<file path="src/design/vtp_cfg.svh">
// Operation
// - select zero puts vectors at flash base
// - select one moves vectors to boot base
// - 2K boot relocated first vector at 1c02
// - boot reset unprogrammed starts at zero
// - boot reset programmed starts at boot base
// - select changes only within four-cycle window
// - block interrupts from enable until after next
// - no select write, block four cycles
// - global interrupt flag left untouched
// - enable clears after four cycles or write
// - select write needs prior change enable
// - boot vectors plus lock block application interrupts
// - app vectors plus lock block boot interrupts
// - enable bit0, select bit1, reset zero
// - boot reset setting zero means programmed
// - two-word slots, last vector 21 at 02a
`ifndef VTP_CFG_SVH
`define VTP_CFG_SVH
`define GIC_ADDR         2'h0
`define STATUS_ADDR      2'h1
`define CE_BIT           0
`define SEL_BIT          1
`define EXT_MSB          7
`define EXT_LSB          5
`define GIC_RESET        8'h00
`define WIN_CYCLES       3'h4
`define WIN_LAST         3'h1
`define FIRST_VEC_OFS    13'h0002
`define LAST_VEC_NUM     5'h15
`define APP_BASE         13'h0000
`define BOOT_BASE_256W   13'h1f00
`define BOOT_BASE_512W   13'h1e00
`define BOOT_BASE_1KW    13'h1c00
`define BOOT_BASE_2KW    13'h1800
`define FUSE_PROGRAMMED  1'h0
`endif

</file>
<file path="src/design/vtp_pkg.sv">
package vtp_pkg;
    typedef logic [12:0] waddr_t;
    typedef struct packed {
        logic       boot_reset_setting;   // 0 = programmed
        logic [1:0] boot_size_setting;
        logic       app_side_boot_lock;   // 0 = programmed
        logic       boot_side_boot_lock;  // 0 = programmed
    } fuse_s;
    typedef struct packed {
        logic [7:0] dat;
        logic       ack;
    } wb_rsp_s;
    typedef enum logic [1:0] {idle, window_open, hold_one} lock_e;
endpackage

</file>
<file path="src/design/vector_addr_calc.sv">
`timescale 1ns/1ps
`include "vtp_cfg.svh"
module vector_addr_calc (
    input  wire vtp_pkg::fuse_s  fuse_i,      // configuration settings
    input  wire logic            sel_i,       // vector select
    input  wire logic [4:0]      vec_num_i,   // vector number 1..21
    input  wire logic [12:0]     pc_i,        // executing word address
    output      vtp_pkg::waddr_t boot_base_o, // boot area base
    output      vtp_pkg::waddr_t reset_addr_o,// reset entry
    output      vtp_pkg::waddr_t vec_addr_o,  // fetch address
    output      logic            pc_in_boot_o // executing in boot area
);
    import vtp_pkg::*;
    // --------------------------------
    // boot base from size setting
    // --------------------------------
    function automatic waddr_t base_of(input logic [1:0] sz);
        unique case (sz)
            2'h0: base_of = `BOOT_BASE_2KW;
            2'h1: base_of = `BOOT_BASE_1KW; // 2K byte area
            2'h2: base_of = `BOOT_BASE_512W;
            2'h3: base_of = `BOOT_BASE_256W;
        endcase
    endfunction
    waddr_t tbl;
    // table base and offsets, two words per slot
    always_comb begin
        boot_base_o  = base_of(fuse_i.boot_size_setting);
        tbl          = sel_i ? boot_base_o : `APP_BASE;
        vec_addr_o   = tbl + {7'h00, vec_num_i, 1'b0};
        reset_addr_o = (fuse_i.boot_reset_setting == `FUSE_PROGRAMMED)
                       ? boot_base_o : `APP_BASE;
        pc_in_boot_o = (pc_i >= boot_base_o);
    end
endmodule

</file>
<file path="src/design/vector_table_placement.sv">
`timescale 1ns/1ps
`include "vtp_cfg.svh"
module vector_table_placement (
    input  wire logic            clk_i,       // 50 MHz clock
    input  wire logic            rst_i,       // sync reset, high
    input  wire logic            cyc_i,       // wishbone cycle
    input  wire logic            stb_i,       // wishbone strobe
    input  wire logic            we_i,        // write enable
    input  wire logic [1:0]      adr_i,       // word address
    input  wire logic [3:0]      sel_i,       // byte enables
    input  wire logic [31:0]     dat_i,       // write data
    output      logic [31:0]     dat_o,       // read data
    output      logic            ack_o,       // acknowledge
    input  wire vtp_pkg::fuse_s  fuse_i,      // configuration settings
    input  wire logic [12:0]     pc_i,        // executing word address
    input  wire logic            instr_done_i,// instruction retired pulse
    input  wire logic [4:0]      vec_num_i,   // requested vector number
    output      vtp_pkg::waddr_t vec_addr_o,  // vector fetch address
    output      vtp_pkg::waddr_t reset_addr_o,// reset entry address
    output      logic            vector_select_o, // current select
    output      logic            irq_block_o  // interrupt acceptance blocked
);
    import vtp_pkg::*;
    // reset image of the control register, bits picked out by position
    localparam logic [7:0] GIC_INIT = `GIC_RESET;
    // ------------------------------------------------
    // register state
    // ------------------------------------------------
    logic       sel_q, sel_d;
    logic       ce_q, ce_d;
    logic [2:0] ext_q, ext_d;
    logic [2:0] cnt_q, cnt_d;
    lock_e      st_q, st_d;
    logic       ack_q, ack_d;
    logic [7:0] rd_q, rd_d;
    logic       wr, rd, wr_b0;
    waddr_t     boot_base;
    logic       in_boot;
    // bus decode; only byte lane 0 holds data
    assign wr    = cyc_i & stb_i & we_i & ~ack_q;
    assign rd    = cyc_i & stb_i & ~we_i & ~ack_q;
    assign wr_b0 = wr & sel_i[0] & (adr_i == `GIC_ADDR);
    // ------------------------------------------------
    // address calculation
    // ------------------------------------------------
    vector_addr_calc u_calc (
        .fuse_i       (fuse_i),
        .sel_i        (sel_q),
        .vec_num_i    (vec_num_i),
        .pc_i         (pc_i),
        .boot_base_o  (boot_base),
        .reset_addr_o (reset_addr_o),
        .vec_addr_o   (vec_addr_o),
        .pc_in_boot_o (in_boot)
    );
    // ------------------------------------------------
    // control register next state
    // ------------------------------------------------
    always_comb begin
        sel_d = sel_q;
        ce_d  = ce_q;
        ext_d = ext_q;
        cnt_d = cnt_q;
        st_d  = st_q;
        // window counter runs down while enable is set
        if (ce_q) begin
            cnt_d = cnt_q - 3'h1;
            if (cnt_q == `WIN_LAST) begin
                ce_d = 1'b0;
                st_d = idle;
            end
        end
        // a hold ends after the instruction following the write
        if (st_q == hold_one && instr_done_i) begin
            st_d = idle;
        end
        if (wr_b0) begin
            ext_d = dat_i[`EXT_MSB:`EXT_LSB];
            if (dat_i[`CE_BIT]) begin
                // writing one opens or restarts the window
                ce_d  = 1'b1;
                cnt_d = `WIN_CYCLES;
                st_d  = window_open;
            end else if (ce_q) begin
                // select only changes inside the window
                sel_d = dat_i[`SEL_BIT];
                ce_d  = 1'b0;
                st_d  = hold_one;
            end
            // outside the window select stays as it was
        end
    end
    // control registers
    always_ff @(posedge clk_i) begin
        if (rst_i) begin
            sel_q <= GIC_INIT[`SEL_BIT];
            ce_q  <= GIC_INIT[`CE_BIT];
            ext_q <= GIC_INIT[`EXT_MSB:`EXT_LSB];
            cnt_q <= 3'h0;
            st_q  <= idle;
        end else begin
            sel_q <= sel_d;
            ce_q  <= ce_d;
            ext_q <= ext_d;
            cnt_q <= cnt_d;
            st_q  <= st_d;
        end
    end
    // ------------------------------------------------
    // interrupt blocking
    // ------------------------------------------------
    // global enable flag lives in the core, never touched here
    always_comb begin
        irq_block_o = (st_q != idle) | (wr_b0 & dat_i[`CE_BIT]);
        if (sel_q && fuse_i.app_side_boot_lock == `FUSE_PROGRAMMED && !in_boot) begin
            irq_block_o = 1'b1;
        end
        if (!sel_q && fuse_i.boot_side_boot_lock == `FUSE_PROGRAMMED && in_boot) begin
            irq_block_o = 1'b1;
        end
    end
    assign vector_select_o = sel_q;
    // ------------------------------------------------
    // wishbone answer, one registered ack per request, one wait state
    // ------------------------------------------------
    always_comb begin
        ack_d = (cyc_i & stb_i) & ~ack_q;
        rd_d  = rd_q;
        if (rd) begin
            unique case (adr_i)
                `GIC_ADDR:    rd_d = {ext_q, 3'h0, sel_q, ce_q};
                `STATUS_ADDR: rd_d = {5'h00, cnt_q};
                default:      rd_d = 8'h00;
            endcase
        end
    end
    // response registers
    always_ff @(posedge clk_i) begin
        if (rst_i) begin
            ack_q <= 1'b0;
            rd_q  <= 8'h00;
        end else begin
            ack_q <= ack_d;
            rd_q  <= rd_d;
        end
    end
    assign ack_o = ack_q;
    assign dat_o = {24'h000000, rd_q};
endmodule

</file>
<file path="config.mk">
export PLATFORM = sky130hd
export DESIGN_NAME = vector_table_placement
export DESIGN_NICKNAME = d
export VERILOG_FILES = /design/src/design/vtp_pkg.sv /design/src/design/vector_addr_calc.sv /design/src/design/vector_table_placement.sv
export VERILOG_INCLUDE_DIRS = /design/src /design/src/design
export SDC_FILE = /design/constraint.sdc
export NUM_CORES = 1
export LEC_CHECK = 0
export ABC_AREA = 1
export BUFFER_PORTS_ARGS = -buffer_cell sky130_fd_sc_hd__clkbuf_2
export CORE_ASPECT_RATIO = 1.4
export CORE_MARGIN = 2
export CORE_UTILIZATION = 36
export DETAILED_ROUTE_END_ITERATION = 6
export PLACE_DENSITY = 0.77
export SKIP_CTS_REPAIR_TIMING = 1
export SLEW_MARGIN = 40
export SYNTH_ARGS = -nofsm -noshare
export SYNTH_HDL_FRONTEND = slang
export SYNTH_SLANG_ARGS = --single-unit
</file>
<file path="constraint.sdc">
create_clock -name clk_i -period 1.41 [get_ports clk_i]
set_clock_uncertainty 0.05 [all_clocks]
set_input_delay 0.0705 -clock clk_i [delete_from_list [all_inputs] [get_ports clk_i]]
set_output_delay 0.0705 -clock clk_i [all_outputs]
set_load 0.05 [all_outputs]
</file>
==> results of run 1 <==
[through the flow]
step           utilization  instances
3_5_place_dp         0.408        278
6_report             0.436        284
3_3_place_gp         0.408        278
5_1_grt              0.436        284
4_1_cts              0.421        282
2_1_floorplan            -        230
[cell type report]
type / count / area (um2) / share of cell area
Sequential cell: 17 / 345 / 0.222
Multi-Input combinational cell: 143 / 723 / 0.464
Tap cell: 42 / 52.6 / 0.0337
Timing Repair Buffer: 55 / 305 / 0.196
Clock buffer: 4 / 45.0 / 0.0289
Inverter: 23 / 87.6 / 0.0562
[metal layers]
layer,global-route usage,up-vias,routed length [um]
li1,-,614,-
met1,0.106,519,899
met2,0.239,64,1360
met3,0.0221,8,222
met4,0.0786,0,68
met5,0,-,0
[registers in the layout, summed over array words and instances, names as in the netlist]
signal and count:
rd_q 6, vector_select_o 1, ack_o 1, ce_q 1, cnt_q 3, st_q 2
ext_q 3
[layout by cell type (no fill, tap or decap), types with 2 or more instances in the layout]
cell	n
nor2_2	3
nand3_1	8
nor2_1	30
nand3_2	2
buf_4	5
inv_1	19
ha_1	4
a21oi_1	8
nor2_4	3
nand2_1	29
o22ai_1	2
clkbuf_8	3
inv_2	3
conb_1	37
o21ai_0	3
dfxtp_1	15
clkbuf_2	48
o21ai_1	4
[kinds of logic (layout without fill, tap and decap cells)]
kind of cell             after synthesis  after routing  synth area share
other                                  1             37           0.00283
adder cells (fa/ha/maj)                5              5            0.0472
buffers and inverters                 70             82             0.328
flip-flops                            17             17             0.257
XOR/XNOR                               2              2            0.0132
AO/OA/AOI/OAI                         19             19            0.0784
AND/OR/NAND/NOR                       80             80             0.274
[critical path, cell delays in order, from the launching register on]
cell and delay (ps):
dfxtp_4 370, inv_1 180, nor2_1 60, nand3_1 90, nand3_2 100, buf_12 160
[worst max path at each step]
stage | from | to | slack [ps]
final | vector_select_o | irq_block_o | 80
after global routing | fuse_i[3] | irq_block_o | -10
after CTS | ack_o | irq_block_o | -30
after detailed placement | fuse_i[3] | irq_block_o | 5
after global placement | fuse_i[3] | irq_block_o | 30
after floorplan | fuse_i[3] | irq_block_o | 40
[power by group through the flow]
stage / clock (mW) / sequential, mW / combinational (mW)
final: 0.363 / 0.491 / 0.440
after floorplan: 0 / 0.521 / 0.443
after global placement: 0 / 0.503 / 0.421
after detailed placement: 0 / 0.504 / 0.424
after global routing: 0.388 / 0.491 / 0.469
after CTS: 0.374 / 0.493 / 0.425
==> impl_metrics.toml, run 1 <==
[yosys]
synth_common_cells = "buf_4, nor2_1, nand2_1"
synth_edf_count = 0
synth_top_area_share = 0.257
yosysMostFrequentCell = "buf_4"
ys_types = 27
synth_top_flop_cell = "dfxtp_1"
synthTopCellsByArea = "dfxtp_1, buf_4, nor2_1, nand2_1, inv_1"
ys_warn_count = 0
synthArstFlopShare = 0
yosysTopAreaCell = "dfxtp_1"
seq_area_frac_synth = 0.257
synth-seq-cells = 17
netlist_area_mm2 = 0.00133
postSynthCellCount = 194
synth.avg_cell_area_um2 = 6.83

[timing]
period_share = 0.941
fin_ws_ps = 82.8
max_freq_mhz = 753
hold_viol = 2
setup_viol = 0
setup-tns-final_ps = 0
final-max-slew-violation-count = 0
fin_crit_ps = 1330
whs_ps = -6.65

[job]
drv_cap = 0

[global_route]
grt_pass1_vias = 1004
grt_start_max_net_pins = 10
antenna_found_initial = 0
grt_pass1_wl_um = 3900
grt_util_all_layers = 0.118
grt_overflow_total = 0

[detailed_routing]
wl_per_cell_um = 8.98
drtPass1Iterations = 4
drc = 0
drt_iter0_drc = 23
postRouteAntennaNets = 0
routed_via_density = 4.24
drt-total-wl_um = 2550
vias = 1205

[pwr]
power.total_mw = 1.29
power_switching_share = 0.403
peakVddDrop_v = 0.000707
combPwrFrac = 0.340
power.internal_mw = 0.772
clockPowerShare = 0.281
power_density_mw_per_mm2 = 830
power.leakage_nw = 0.843
p_seq_frac = 0.379
p_switching_mw = 0.522

[critical_path]
reg2regPathDepth = 7
reg2reg_slack_ps = 210
setup.worst_path.class = "reg -> out"
r2r-start = "ack_o"
critPathMaxFanout = 7
end_kind = "primary output"
cp.arrival_ps = 1210
worst_ep_required_time_ps = 1290
startpoint_type = "flip-flop"
regToRegEndpoint = "rd_q[2]"

[placement]
io_buffers = 50
gp_congestion = 0.830
hpwlAfterDp_um = 2110
pre_cts_ws_ps = 4.90
postPlaceCellArea_mm2 = 0.00146

[floorplanning]
die_area_mm2 = 0.00419
die_w_um = 55.3
start_util = 0.370
fp-row-count = 26
die_h_um = 75.8
coreArea_mm2 = 0.00358
ioPinCount = 128

[clock_network]
clk_pin_slew_worst_paths_ps = 60
numCtsBuffers = 3
clock-sinks = 17
clk_path_buf_depth = 2
cts_tree = "done"
htree_levels = 1
worstSkewPairLatency_ps = 250
cts-root-buf = "clkbuf_8"

[worst_hold_path]
min-delay-path-class = "in -> reg"
hp-start = "dat_i[7]"
min_to = "ext_q[2]"
holdPathStages = 3

[finish]
drive_above_1_share = 0.322
design_area_mm2 = 0.00156
num_antenna_cells = 0
fin_nets = 315
synthToLayoutAreaGrowth_pct = 17.7
fillers = 369

[outcome]
run_status = "complete, but fails checks"
violations = "hold timing"
No activity file was read; power rests on OpenSTA's default activity.
==> run 2, diff against run 1 <==
Settings changed: CORE_UTILIZATION 36 to 37, CTS_BUF_LIST set to sky130_fd_sc_hd__clkbuf_8, HOLD_SLACK_MARGIN set to 0.12, PLACE_DENSITY 0.77 to 0.79.
==> run 2 against run 1 <==
Compared with the run above:
- the flow now finishes without violations
- power rose by 4.1%
- fmax shrank 2.2%
- register-to-register slack lost 60 ps
- count of clock-buffer cells in the layout decreased by 1
- sequential cell count unchanged
- sequential power is essentially flat
- sequential share of layout area fell by 1.6 points
- critical endpoint unchanged
- largest power group is now combinational logic
==> impl_metrics.toml, run 2 (synthesized netlist as in run 1, its figures left out) <==
[timing]
tightestPinTransition_ps = 503
period_share = 0.962
max_freq_mhz = 737
final-max-slew-violation-count = 0
slew_headroom = 0.664
setup-tns-final_ps = 0
setup_viol = 0
hold_viol = 0
fin_crit_ps = 1360
whs_ps = 83.0

[global_route]
grt_util_all_layers = 0.134
grt_start_max_net_pins = 10
grt_pass1_vias = 1040
antenna_found_initial = 0
grt_overflow_total = 0
grt_pass1_wl_um = 3960

[clock_network]
clock-sinks = 17
clk_path_buf_depth = 2
worstSkewPairLatency_ps = 250
htree_levels = 1
cts-root-buf = "clkbuf_8"
clk_pin_slew_worst_paths_ps = 60
cts_tree = "done"
numCtsBuffers = 3

[placement]
postPlaceCellArea_mm2 = 0.00145
gp_congestion = 0.817
io_buffers = 50
hpwlAfterDp_um = 2150
place_inst = 275

[pwr]
power_density_mw_per_mm2 = 802
peakVddDrop_v = 0.000691
power.leakage_nw = 0.892

[detailed_routing]
postRouteAntennaNets = 0
wl_per_cell_um = 9.78
routed_via_density = 4.38
drtPass1Iterations = 5
drt-total-wl_um = 2870
vias = 1282
drt_iter0_drc = 17
drc = 0

[worst_hold_path]
min_to = "rd_q[5]"
holdPathStages = 4
min-delay-path-class = "in -> reg"
hp-start = "adr_i[0]"

[finish]
fin_nets = 326
final_cell_mix = "clkbuf_2, conb_1, nand2_1, nor2_1, inv_1"
layout_commonest_cell = "clkbuf_2"
drive_above_1_share = 0.308
top_register = "rd_q"
design_area_mm2 = 0.00168
fin_cells = 293
reg_top3 = "rd_q (6), cnt_q (3), ext_q (3)"
synthToLayoutAreaGrowth_pct = 26.7
num_antenna_cells = 0
largest_reg_flops = 6

[critical_path]
regToRegEndpoint = "rd_q[1]"
reg2regPathDepth = 7
setup.worst_path.class = "in -> out"
reg2reg_slack_ps = 150
worst_ep_required_time_ps = 1290
startpoint_type = "primary input"
end_kind = "primary output"
cp.arrival_ps = 1240
r2r-start = "ack_o"
critPathMaxFanout = 4

[outcome]
run_status = "finished clean"

[floorplanning]
die_w_um = 54.6
die_area_mm2 = 0.00408
coreArea_mm2 = 0.00341
start_util = 0.389
ioPinCount = 128
die_h_um = 74.8
fp-row-count = 25

[job]
drv_cap = 0
run 2: area by class of cell:
type                            count  area [um2]
Fill cell                         349        1730
Multi-Input combinational cell    143         731
Timing Repair Buffer               66         420
Tap cell                           40        50.0
Clock inverter                      1        3.75
Inverter                           23        87.6
Sequential cell                    17         345
Clock buffer                        3        41.3
run 2: worst max-delay path by stage:
stage,to,slack [ps],start,cells past startpoint
after global routing,irq_block_o,-2,fuse_i[2],11
after CTS,irq_block_o,-30,ack_o,6
after global placement,irq_block_o,40,fuse_i[3],9
after floorplan,irq_block_o,40,fuse_i[3],10
final,irq_block_o,50,dat_i[0],7
after detailed placement,irq_block_o,6,fuse_i[3],9
run 2: through the flow:
stage	total power [mW]	worst slack, ps	util
CTS	1.28	-33.7	0.439
global placement	0.924	40.1	0.426
global route	1.42	-2.17	0.492
detailed placement	0.927	5.75	0.426
floorplan	0.964	41.3	-
finish	1.35	53.5	0.492
run 2: power breakdown:
group          switching (mW)  internal (mW)
Combinational           0.390          0.107
Sequential            0.00499          0.486
Clock                   0.165          0.193
run 2: metal layers:
layer,GRT usage,share of wire,vias to the layer above
met4,0.0889,0.024,0
met3,0.0198,0.076,7
met5,0,0,-
met1,0.122,0.33,569
li1,-,-,635
met2,0.258,0.57,71
run 2: critical path: stages:
cell and delay [ps]:
clkbuf_2 100, dlygate4sd3_1 570, nand3_2 110, nand2_1 50
inv_1 80, nand3_2 90, buf_12 160
==> run 3, diff against run 2 <==
Settings changed: CELL_PAD_IN_SITES_DETAIL_PLACEMENT set to 1, CELL_PAD_IN_SITES_GLOBAL_PLACEMENT set to 1, CORE_UTILIZATION 37 to 23.
==> run 3 against run 2 <==
Compared with the run above:
- via count is 0.16% higher
- fmax rose by 0.76%
- count of clock-buffer cells in the layout is the same
- sequential power is essentially flat
- critical path type is now reg -> out
- power up 1.5%
- global-route usage fell by 3.6 points
- first-iteration DRC count fell by 82%
- non-clock buffer count stayed put
- core utilization is 18 points lower
==> impl_metrics.toml, run 3 (synthesized netlist as in run 1, its figures left out) <==
[floorplanning]
coreArea_mm2 = 0.00553
die_w_um = 68.2
start_util = 0.240
fp-row-count = 32
die_h_um = 93.8
die_area_mm2 = 0.00639
ioPinCount = 128

[timing]
period_share = 0.955
setup_viol = 0
tightestPinTransition_ps = 504
fin_crit_ps = 1350
max_freq_mhz = 743
slew_headroom = 0.663
hold_viol = 0
final-max-slew-violation-count = 0

[global_route]
antenna_found_initial = 0
grt_pass1_wl_um = 4810
grt_start_max_net_pins = 10
grt_pass1_vias = 1152
grt_util_all_layers = 0.0982
grt_overflow_total = 0

[detailed_routing]
drt_iter0_drc = 3
postRouteAntennaNets = 0
drc = 0
drt-total-wl_um = 3410
vias = 1284
wl_per_cell_um = 10.6
drtPass1Iterations = 4
routed_via_density = 4.00

[finish]
drive_above_1_share = 0.332
fin_cells = 321
num_antenna_cells = 0
layout_commonest_cell = "clkbuf_2"
synthToLayoutAreaGrowth_pct = 31.4
largest_reg_flops = 6
top_register = "rd_q"
reg_top3 = "rd_q (6), cnt_q (3), ext_q (3)"
final_cell_mix = "clkbuf_2, conb_1, nor2_1"
fin_nets = 326
fillers = 711

[critical_path]
cp.arrival_ps = 1230
crit_path_start = "vector_select_o"
end_kind = "primary output"
worst_ep_required_time_ps = 1290
reg2regPathDepth = 4
reg2reg_slack_ps = 290
r2r-start = "ce_q"
regToRegEndpoint = "vector_select_o"
setup.worst_path.class = "reg -> out"
startpoint_type = "flip-flop"
critPathMaxFanout = 7

[worst_hold_path]
holdPathStages = 4
min_to = "rd_q[7]"
min-delay-path-class = "in -> reg"
hp-start = "adr_i[0]"

[clock_network]
clk_path_buf_depth = 2
clk_pin_slew_worst_paths_ps = 70
numCtsBuffers = 3
cts_tree = "done"
worstSkewPairLatency_ps = 250
clock-sinks = 17
cts-root-buf = "clkbuf_8"
htree_levels = 1

[placement]
gp_congestion = 0.732
hpwlAfterDp_um = 2670
place_inst = 305
io_buffers = 50

[pwr]
power.leakage_nw = 0.896
peakVddDrop_v = 0.000361
power.total_mw = 1.37
power_density_mw_per_mm2 = 785

[outcome]
run_status = "finished clean"

[job]
drv_cap = 0
run 3: cell types whose count changed in the layout (fill, tap and decap cells not counted), moves of 2 or more:
cell,before,now
buf_4,4,6
dlygate4sd3_1,13,11
ha_1,4,2
ha_4,1,3
inv_1,20,18
inv_2,3,5
run 3: critical path, cell delays in order, from the launching register on:
cell and delay [ps]:
dfxtp_4 400, inv_2 90, nor2_1 140, nand3_2 110
nand3_2 100, buf_8 140
run 3: cell type report:
type                    count  area [um2]  share of cell area
repair buffers             66         417               0.239
flip-flops and latches     17         345               0.198
clock inverters             1        3.75             0.00216
multi-input cells         143         761               0.437
inverters                  23        87.6              0.0503
well taps                  68        85.1              0.0489
clock buffers               3        41.3              0.0237
run 3: power by group:
group	internal, mW	switching, mW
combinational	0.112	0.398
clock	0.194	0.173
sequential	0.486	0.00479
total	0.791	0.575
run 3: worst max-delay path by stage:
stage	endpoint	slack, ps
4_1_cts	irq_block_o	-130
6_report	irq_block_o	60
3_5_place_dp	irq_block_o	-70
3_3_place_gp	irq_block_o	-30
2_1_floorplan	irq_block_o	40
5_1_grt	irq_block_o	-8
run 3: metal layers:
metal | GRT usage | routed length (um) | up-vias
li1 | - | - | 635
met1 | 0.100 | 1170 | 579
met2 | 0.190 | 1920 | 67
met3 | 0.0180 | 286 | 3
met4 | 0.0333 | 29 | 0
met5 | 0 | 0 | -
run 3: per-stage QoR:
stage	setup WS [ps]	cell area [um2]	TNS, ps	utilization	hold slack, ps
after detailed placement	-74.7	1490	-74.7	0.269	91.3
final	63.7	1740	0	0.315	87.0
after floorplan	41.3	1470	0	-	166
after global placement	-26.6	1490	-26.6	0.269	91.3
after global routing	-8.48	1740	-8.48	0.315	121
after CTS	-127	1530	-133	0.277	-4.46
